$ cat src/design/fpi_pkg.sv
package fpi_pkg;

  // option register location and field positions
  localparam logic [7:0]  FPI_OPT_ADDR      = 8'hC8;
  localparam logic [7:0]  FPI_OPT_RESET     = 8'h00;
  localparam int          FPI_LES_BIT       = 6;
  localparam int          FPI_ESB_BIT       = 5;
  localparam int          FPI_GEN_BIT       = 4;
  // extra registers for event flags, masks and status
  localparam logic [7:0]  FPI_EVT_FLAG_ADDR = 8'hCC;
  localparam logic [7:0]  FPI_EVT_MASK_ADDR = 8'hCD;
  localparam logic [7:0]  FPI_PIN_MASK_ADDR = 8'hCE;
  localparam logic [7:0]  FPI_STATUS_ADDR   = 8'hCF;
  localparam logic [7:0]  FPI_MASK_RESET    = 8'h00;
  localparam logic [7:0]  FPI_READ_ZERO     = 8'h00;

  // vector locations in program space, one per source
  localparam logic [11:0] FPI_VEC_SRC0      = 12'hFFC;
  localparam logic [11:0] FPI_VEC_SRC1      = 12'hFF6;
  localparam logic [11:0] FPI_VEC_SRC2      = 12'hFF4;
  localparam logic [11:0] FPI_VEC_SRC3      = 12'hFF2;
  localparam logic [11:0] FPI_VEC_SRC4      = 12'hFF0;

  // immediate load timing behind the entry defect
  localparam logic [1:0]  FPI_LDI_RACE_CYC  = 2'h3;
  localparam logic [2:0]  FPI_LDI_LEN_CYC   = 3'h4;

  // flag pair indices
  localparam logic [1:0]  FPI_PAIR_NORMAL   = 2'h0;
  localparam logic [1:0]  FPI_PAIR_INT      = 2'h1;
  localparam logic [1:0]  FPI_PAIR_NMI      = 2'h2;

  // core mode, one-hot
  typedef enum logic [2:0] {
    FPI_MODE_NORMAL = 3'b001,
    FPI_MODE_INT    = 3'b010,
    FPI_MODE_NMI    = 3'b100
  } fpi_mode_type;

  // peripheral event flags, same order as their mask bits
  typedef struct packed {
    logic tmr_ovf;
    logic adc_eoc;
    logic uart_rx;
    logic uart_tx;
    logic ar_ovf;
    logic ar_cmp;
    logic ar_edge;
    logic spi_end;
  } fpi_evt_type;

  // core sequencer to interrupt unit
  typedef struct packed {
    logic        instr_end;
    logic        return_from_interrupt;
    logic        low_power;
    logic        ldi_opt_zero;
    logic        flag_wr;
    logic        carry;
    logic        zero;
    logic [11:0] pc;
  } fpi_core_in_type;

  // interrupt unit to core sequencer
  typedef struct packed {
    logic         take;
    logic [11:0]  vector;
    logic         ret;
    logic [11:0]  ret_pc;
    logic         carry;
    logic         zero;
    logic         wake;
    fpi_mode_type mode;
  } fpi_core_out_type;

endpackage : fpi_pkg

$ cat src/design/fpi_unit.sv
// Added by the designer: the strobed register port.
`timescale 1ns/1ps
module fpi_unit
  import fpi_pkg::*;
(
  // clock and reset
  input  wire logic                      clk_sys_in,
  input  wire logic                      rst_in,
  // register port
  input  wire logic [7:0]                reg_addr_in,
  input  wire logic [7:0]                reg_wdata_in,
  input  wire logic                      reg_wr_in,
  input  wire logic                      reg_rd_in,
  output logic [7:0]                     reg_rdata_out,
  // request side: peripherals and port pins
  input  wire fpi_pkg::fpi_evt_type      evt_in,
  input  wire logic [3:0]                port_pin_in,
  // servicing side: core sequencer
  input  wire fpi_pkg::fpi_core_in_type  core_in,
  output fpi_pkg::fpi_core_out_type      core_out
);
  import fpi_pkg::*;

  // pin order inside port_pin_in
  localparam int PIN_A = 0;
  localparam int PIN_B = 1;
  localparam int PIN_C = 2;
  localparam int PIN_D = 3;

  // highest pending maskable source, 0 when none
  function automatic logic [2:0] pick_src(input logic [4:1] pend);
    if (pend[1])      pick_src = 3'h1;
    else if (pend[2]) pick_src = 3'h2;
    else if (pend[3]) pick_src = 3'h3;
    else if (pend[4]) pick_src = 3'h4;
    else              pick_src = 3'h0;
  endfunction : pick_src

  // vector location of a source
  function automatic logic [11:0] src_vec(input logic [2:0] src);
    case (src)
      3'h1:    src_vec = FPI_VEC_SRC1;
      3'h2:    src_vec = FPI_VEC_SRC2;
      3'h3:    src_vec = FPI_VEC_SRC3;
      3'h4:    src_vec = FPI_VEC_SRC4;
      default: src_vec = FPI_VEC_SRC0;
    endcase
  endfunction : src_vec

  logic [2:0]       opt_reg;          // les, esb, gen
  logic [7:0]       evt_mask_reg;     // one mask per peripheral event
  logic [3:0]       pin_mask_reg;     // one mask per port pin
  logic [3:0]       sync1_reg;        // pin synchroniser stage 1
  logic [3:0]       sync2_reg;        // stage 2
  logic [3:0]       sync3_reg;        // stage 3
  logic [3:0]       pin_reg;          // filtered pin level
  logic             line1_reg;        // previous source 1 request level
  logic             line2_reg;        // previous source 2 line level
  logic             lat_nmi_reg;      // nmi flip-flop
  logic             lat1_reg;         // source 1 edge latch
  logic             lat2_reg;         // source 2 edge latch
  fpi_mode_type     mode_reg;         // current core mode
  fpi_mode_type     nmi_ret_mode_reg; // mode to resume after nmi
  logic [1:0]       nmi_ret_sel_reg;  // flag pair to resume after nmi
  logic [1:0]       sel_reg;          // flag pair in use
  logic [1:0]       pair_reg [3];     // carry/zero pairs
  logic [11:0]      stack_reg [2];    // pc save, second slot for nmi over int
  logic [1:0]       depth_reg;        // stack slots in use
  logic [2:0]       ldi_cnt_reg;      // cycle inside the option clear load
  logic             race_reg;         // request seen early in that load
  fpi_core_out_type core_out_reg;     // registered answer to the core
  logic [7:0]       rdata_reg;        // read data, one cycle after strobe

  logic             gen;
  logic             source1_level_select;
  logic             source2_edge_polarity;
  logic             act1;
  logic             line2;
  logic             act3;
  logic             act4;
  logic             nmi_set;
  logic             set1;
  logic             set2;
  logic [4:1]       pend;
  logic [2:0]       src_sel;
  logic             acc_nmi;
  logic             acc_mask;

  assign gen = opt_reg[0];
  assign source2_edge_polarity = opt_reg[1];
  assign source1_level_select = opt_reg[2];

  // pins cross in through three flops, filtered on agreement
  for (genvar i = 0; i < 4; i++)
  begin : g_pin
    always_ff @(posedge clk_sys_in or posedge rst_in)
    begin
      if (rst_in)
      begin
        sync1_reg[i] <= 1'b1;
        sync2_reg[i] <= 1'b1;
        sync3_reg[i] <= 1'b1;
        pin_reg[i]   <= 1'b1;
      end
      else
      begin
        sync1_reg[i] <= port_pin_in[i];
        sync2_reg[i] <= sync1_reg[i];
        sync3_reg[i] <= sync2_reg[i];
        // only a level seen twice counts
        if (sync2_reg[i] == sync3_reg[i])
          pin_reg[i] <= sync3_reg[i];
      end
    end
  end

  // request lines built from masked events; active low pins
  assign act1  = (evt_in.spi_end & evt_mask_reg[0]) |
                 (~pin_reg[PIN_A] & pin_mask_reg[PIN_A]);
  assign line2 = ~((~pin_reg[PIN_B] & pin_mask_reg[PIN_B]) |
                   (~pin_reg[PIN_D] & pin_mask_reg[PIN_D]));
  assign act3  = |(evt_mask_reg[3:1] &
                   {evt_in.ar_ovf, evt_in.ar_cmp, evt_in.ar_edge});
  assign act4  = |(evt_mask_reg[7:4] & {evt_in.tmr_ovf, evt_in.adc_eoc,
                   evt_in.uart_rx, evt_in.uart_tx});

  // edge detection for nmi and sources 1 and 2
  assign nmi_set = ~pin_reg[PIN_C] & sync3_reg[PIN_C] & (sync2_reg[PIN_C] == sync3_reg[PIN_C])
                   ? 1'b0 : (pin_reg[PIN_C] & ~sync3_reg[PIN_C] &
                   (sync2_reg[PIN_C] == sync3_reg[PIN_C]) & pin_mask_reg[PIN_C]);
  assign set1 = ~source1_level_select & act1 & ~line1_reg;
  assign set2 = source2_edge_polarity ? (line2 & ~line2_reg) : (~line2 & line2_reg);

  // pending requests; level sources sampled as they stand
  assign pend[1] = gen & (source1_level_select ? act1 : lat1_reg);
  assign pend[2] = gen & lat2_reg;
  assign pend[3] = gen & act3;
  assign pend[4] = gen & act4;
  assign src_sel = pick_src(pend);

  // arbitration at instruction end only
  assign acc_nmi  = core_in.instr_end & lat_nmi_reg &
                    (mode_reg != FPI_MODE_NMI);
  assign acc_mask = core_in.instr_end & ~acc_nmi & (src_sel != 3'h0) &
                    (mode_reg == FPI_MODE_NORMAL);

  // register writes; option register keeps only its used bits
  always_ff @(posedge clk_sys_in or posedge rst_in)
  begin
    if (rst_in)
    begin
      opt_reg      <= FPI_OPT_RESET[FPI_LES_BIT:FPI_GEN_BIT];
      evt_mask_reg <= FPI_MASK_RESET;
      pin_mask_reg <= FPI_MASK_RESET[3:0];
    end
    else if (reg_wr_in)
    begin
      case (reg_addr_in)
        FPI_OPT_ADDR:      opt_reg <= reg_wdata_in[FPI_LES_BIT:FPI_GEN_BIT];
        FPI_EVT_MASK_ADDR: evt_mask_reg <= reg_wdata_in;
        FPI_PIN_MASK_ADDR: pin_mask_reg <= reg_wdata_in[3:0];
        default:           ;                                 // other writes ignored
      endcase
    end
  end

  // reads; option register is write-only and reads zero
  always_ff @(posedge clk_sys_in or posedge rst_in)
  begin
    if (rst_in)
      rdata_reg <= FPI_READ_ZERO;
    else if (reg_rd_in)
    begin
      case (reg_addr_in)
        FPI_EVT_FLAG_ADDR: rdata_reg <= evt_in;
        FPI_EVT_MASK_ADDR: rdata_reg <= evt_mask_reg;
        FPI_PIN_MASK_ADDR: rdata_reg <= {4'h0, pin_mask_reg};
        FPI_STATUS_ADDR:   rdata_reg <= {mode_reg, lat_nmi_reg, lat1_reg,
                                         lat2_reg, depth_reg};
        default:           rdata_reg <= FPI_READ_ZERO;
      endcase
    end
    else
      rdata_reg <= FPI_READ_ZERO;
  end

  // request latches; a new edge wins over the clear at entry
  always_ff @(posedge clk_sys_in or posedge rst_in)
  begin
    if (rst_in)
    begin
      line1_reg   <= 1'b0;
      line2_reg   <= 1'b1;
      lat_nmi_reg <= 1'b0;
      lat1_reg    <= 1'b0;
      lat2_reg    <= 1'b0;
    end
    else
    begin
      line1_reg <= act1;
      line2_reg <= line2;
      if (nmi_set)
        lat_nmi_reg <= 1'b1;
      else if (acc_nmi)
        lat_nmi_reg <= 1'b0;
      // level mode stores nothing
      if (source1_level_select)
        lat1_reg <= 1'b0;
      else if (set1)
        lat1_reg <= 1'b1;
      else if (acc_mask && src_sel == 3'h1)
        lat1_reg <= 1'b0;
      if (set2)
        lat2_reg <= 1'b1;
      else if (acc_mask && src_sel == 3'h2)
        lat2_reg <= 1'b0;
    end
  end

  // watch the 4-cycle option clear for an early request
  always_ff @(posedge clk_sys_in or posedge rst_in)
  begin
    if (rst_in)
    begin
      ldi_cnt_reg <= 3'h0;
      race_reg    <= 1'b0;
    end
    else
    begin
      if (core_in.ldi_opt_zero && ldi_cnt_reg != FPI_LDI_LEN_CYC)
        ldi_cnt_reg <= ldi_cnt_reg + 3'h1;
      else if (!core_in.ldi_opt_zero)
        ldi_cnt_reg <= 3'h0;
      // armed only by a request in the first three cycles
      if (core_in.ldi_opt_zero && ldi_cnt_reg < {1'b0, FPI_LDI_RACE_CYC} &&
          src_sel != 3'h0 && mode_reg == FPI_MODE_NORMAL)
        race_reg <= 1'b1;
      else if (core_in.instr_end && !core_in.ldi_opt_zero)
        race_reg <= 1'b0;
    end
  end

  // mode, flag pair select and pc stack on entry and return
  always_ff @(posedge clk_sys_in or posedge rst_in)
  begin
    if (rst_in)
    begin
      mode_reg         <= FPI_MODE_NORMAL;
      nmi_ret_mode_reg <= FPI_MODE_NORMAL;
      nmi_ret_sel_reg  <= FPI_PAIR_NORMAL;
      sel_reg          <= FPI_PAIR_NORMAL;
      depth_reg        <= 2'h0;
      stack_reg[0]     <= 12'h000;
      stack_reg[1]     <= 12'h000;
    end
    else if (acc_nmi)
    begin
      // nmi may land on top of a maskable routine
      nmi_ret_mode_reg            <= mode_reg;
      nmi_ret_sel_reg             <= sel_reg;
      mode_reg                    <= FPI_MODE_NMI;
      sel_reg                     <= FPI_PAIR_NMI;
      stack_reg[depth_reg[0]]     <= core_in.pc;
      depth_reg                   <= depth_reg + 2'h1;
    end
    else if (acc_mask)
    begin
      mode_reg                    <= FPI_MODE_INT;
      // race leaves the normal pair in use
      sel_reg                     <= race_reg ? FPI_PAIR_NORMAL : FPI_PAIR_INT;
      stack_reg[depth_reg[0]]     <= core_in.pc;
      depth_reg                   <= depth_reg + 2'h1;
    end
    else if (core_in.return_from_interrupt && depth_reg != 2'h0)
    begin
      depth_reg <= depth_reg - 2'h1;
      if (mode_reg == FPI_MODE_NMI)
      begin
        mode_reg <= nmi_ret_mode_reg;
        sel_reg  <= nmi_ret_sel_reg;
      end
      else
      begin
        mode_reg <= FPI_MODE_NORMAL;
        sel_reg  <= FPI_PAIR_NORMAL;
      end
    end
  end

  // flag pairs; core writes into the selected pair only
  always_ff @(posedge clk_sys_in or posedge rst_in)
  begin
    if (rst_in)
    begin
      pair_reg[0] <= 2'h0;
      pair_reg[1] <= 2'h0;
      pair_reg[2] <= 2'h0;
    end
    else if (core_in.flag_wr)
      pair_reg[sel_reg] <= {core_in.carry, core_in.zero};
  end

  // answer to core; take and ret are one-cycle pulses
  always_ff @(posedge clk_sys_in or posedge rst_in)
  begin
    if (rst_in)
    begin
      core_out_reg        <= '0;
      core_out_reg.mode   <= FPI_MODE_NORMAL;
      core_out_reg.vector <= FPI_VEC_SRC0;
    end
    else
    begin
      core_out_reg.take <= acc_nmi | acc_mask;
      if (acc_nmi)
        core_out_reg.vector <= FPI_VEC_SRC0;
      else if (acc_mask)
        core_out_reg.vector <= src_vec(src_sel);
      core_out_reg.ret <= core_in.return_from_interrupt && depth_reg != 2'h0 && !acc_nmi && !acc_mask;
      core_out_reg.ret_pc <= stack_reg[depth_reg[1]];
      core_out_reg.carry  <= pair_reg[sel_reg][1];
      core_out_reg.zero   <= pair_reg[sel_reg][0];
      core_out_reg.mode   <= mode_reg;
      // wake only with global enable, even for nmi
      core_out_reg.wake   <= core_in.low_power & gen &
                             (lat_nmi_reg | (src_sel != 3'h0));
    end
  end

  assign core_out      = core_out_reg;
  assign reg_rdata_out = rdata_reg;
endmodule : fpi_unit

$ cat config.mk
export PLATFORM = sky130hd
export DESIGN_NAME = fpi_unit
export DESIGN_NICKNAME = d
export VERILOG_FILES = /design/src/design/fpi_pkg.sv /design/src/design/fpi_unit.sv
export SDC_FILE = /design/constraint.sdc
export NUM_CORES = 1
export LEC_CHECK = 0
export BUFFER_PORTS_ARGS = -buffer_cell sky130_fd_sc_hd__buf_4
export CAP_MARGIN = 20
export CORE_AREA = 2 2 102 104
export CTS_CLUSTER_SIZE = 10
export DETAILED_ROUTE_END_ITERATION = 10
export DIE_AREA = 0 0 104 106
export HOLD_SLACK_MARGIN = 0.03
export PLACE_DENSITY = 0.7
export SLEW_MARGIN = 20
export SYNTH_ARGS = -nofsm -noshare
export SYNTH_HDL_FRONTEND = slang
export SYNTH_SLANG_ARGS = --single-unit
$ cat constraint.sdc
create_clock -name clk_sys_in -period 4.7 [get_ports clk_sys_in]
set_clock_uncertainty 0.1 [all_clocks]
set_input_delay 0.705 -clock clk_sys_in [delete_from_list [all_inputs] [get_ports clk_sys_in]]
set_output_delay 0.705 -clock clk_sys_in [all_outputs]
set_load 0.05 [all_outputs]
==> flow_summary.json <==
{
  "wire_per_inst_um": 15.6,
  "htreeDepth": 4,
  "hold_viol_final": 0,
  "diodes": 0,
  "track_usage_pct": 17.8,
  "worst_setup_path_start_kind": "flop",
  "cts_buffers": 17,
  "die_y_um": 106,
  "synth-edff-count": 0,
  "crit_slowest_cell": "a21oi_2",
  "maxCapViolCount": 0,
  "fin_nets": 483,
  "clock_sinks": 113,
  "hold_class": "in2reg",
  "ys_seq_area_share_pct": 61.0,
  "endpoint_kind": "flop",
  "synth-async-reset-ratio_pct": 100,
  "status": "finished clean",
  "post-route-drc-count": 0,
  "crit_required_ps": 4980,
  "vias": 2900,
  "drv_slew": 0,
  "core_mm2": 0.0100,
  "synth_area_mm2": 0.00468,
  "area_growth_pct": 26.2,
  "p_per_area_mw_per_mm2": 585,
  "max_stage_delay_ps": 800,
  "start_util_pct": 46.8,
  "fin_util_pct": 59.0,
  "fin_crit_sh_pct": 61.6,
  "clock_latency_ps": 500,
  "hpwl_mm": 6.19,
  "ys_ff_latch": 113,
  "yosysWarnings": 0,
  "largest_register_ffs": 24,
  "viasPerCell": 5.02,
  "gp_routability_congestion": 0.760,
  "grt_pass1_wl_mm": 15.2,
  "grt.overflow.total": 0,
  "synth_most_common_cell": "dfrtp_1",
  "timing.hold.ws_ps": 207,
  "path_clk_slew_ps": 50,
  "antenna_left": 0,
  "max_freq_mhz": 345,
  "io_buffers": 81,
  "worst_pin_slew_ps": 989,
  "ys.flop_type": "dfrtp_1",
  "crit_type": "reg2reg",
  "p_leak_nw": 2.93,
  "finalInstanceArea_mm2": 0.00590,
  "dieArea_mm2": 0.0110,
  "setup_slack_ps": 1810,
  "die-width_um": 104,
  "yosys-top-cells-area": "dfrtp_1, dfstp_2, mux2_2",
  "cts_tree": "yes",
  "synth_top_area_share_pct": 48.7,
  "synth.distinct_cells": 50,
  "drtPass1Iterations": 5,
  "clk_path_buf_depth": 2,
  "cp_max_fo": 13,
  "setup_viol": 0,
  "drtIter0Drc": 107,
  "cts_root_buf": "clkbuf_8",
  "grt_max_degree": 78,
  "rsz0062_at_grt": "no",
  "fp-row-count": 37,
  "critPathBufInv": 0,
  "grt_pass1_vias": 2996,
  "syn-mean-instance-area_um2": 13.7,
  "synth_top_area_cell": "dfrtp_1",
  "totalWireLength_mm": 9.01,
  "setup_tns_ps": 0,
  "crit_family": "compound AO/OA/AOI/OAI gates",
  "cts_setup_buffers": 0,
  "slew_headroom_pct": 34.0,
  "pre_cts_ws_ps": 1650,
  "ctsHoldBuffers": 0,
  "crit_arrival_ps": 3180,
  "min_period_ps": 2890,
  "layout-drive-gt1-share_pct": 45.9,
  "postCtsResizedCells": 0,
  "synthCells": 342,
  "io_pins": 91,
  "placed_cell_area_mm2": 0.00536,
  "path_cells": "or3b_1, nor3_2, o21ai_2, a21oi_2, mux2_2",
  "ir_worst_vdd_mv": 0.288,
  "ys_top_cells_by_count": "dfrtp_1, mux2_2, nand2_1, dfstp_2, nor2_1",
  "antenna_found_initial": 0
}
==> worst paths after layout <==
| path | from | endpoint | slack [ps] | cells past startpoint |
|---|---|---|---|---|
| max in group asynchronous | rst_in | core_out[22]$_DFFE_PP1P_ | 3140 | 3 |
| worst max-delay path | mode_reg[0]$_DFFE_PP1P_ | stack_reg[22]$_DFFE_PP0P_ | 1810 | 5 |
| min in group asynchronous | rst_in | evt_mask_reg[3]$_DFFE_PP0P_ | 320 | 2 |
| worst min register to register | sync1_reg[0]$_DFF_PP1_ | sync2_reg[0]$_DFF_PP1_ | 250 | 0 |
| worst max register to register | mode_reg[0]$_DFFE_PP1P_ | stack_reg[22]$_DFFE_PP0P_ | 1810 | 5 |
| worst min-delay path | port_pin_in[3] | sync1_reg[3]$_DFF_PP1_ | 210 | 1 |
==> logic make-up (layout without fill, tap and decap cells) <==
logic type	Yosys count	after routing	synth area share, %
AOI/OAI and AO/OA	40	40	6.23
muxes	69	69	19.0
buffers and inverters	35	128	3.88
DFF	113	113	61.0
adders and majority gates	6	6	1.44
and+or+nand+nor	75	75	7.89
xor gates and xnor gates	2	2	0.375
other	2	9	0.161
==> report_power, final <==
| part | internal (mW) | switching (mW) |
|---|---|---|
| sequential | 1.24 | 0.174 |
| combinational | 0.415 | 0.471 |
| clock | 0.724 | 0.428 |
==> stage by stage <==
step,cells,power (mW)
after floorplan,349,2.07
after detailed placement,546,2.32
after CTS,578,3.49
after global placement,546,2.29
final,578,3.46
after global routing,578,3.63
==> per-layer routing <==
layer  part of all wire [%]  GRT usage, %  wire, um  up-vias
met3                    5.1          6.01       457        8
li1                       -             -         -     1362
met2                     50          28.3      4500       78
met4                   0.78          4.92        70        0
met1                     44          23.5      3990     1452
met5                      0             0         0        -
==> cells in the final DEF, fill, tap and decap left out, drive strengths merged, types with 3 or more instances in the layout <==
cell type   n
dfstp      22
conb        9
clkbuf     22
a31oi       6
a21oi       7
ha          3
o21ai      11
nand2      24
and3        5
maj3        3
dfrtp      91
buf        82
clkinv      7
mux2i       7
mux2       58
nor2       21
mux4        4
inv        14
a22oi       3
nand3       7
nand2b      4
==> area by class of cell <==
class                           instances  area [um2]
Clock buffer                           22         453
Clock inverter                         10        87.6
Fill cell                             849        4100
Inverter                               14        55.1
Multi-Input combinational cell        201        1670
Sequential cell                       113        2860
Tap cell                              136         170
Timing Repair Buffer                   82         616
Note: power is estimated with default switching activity, not from simulation.
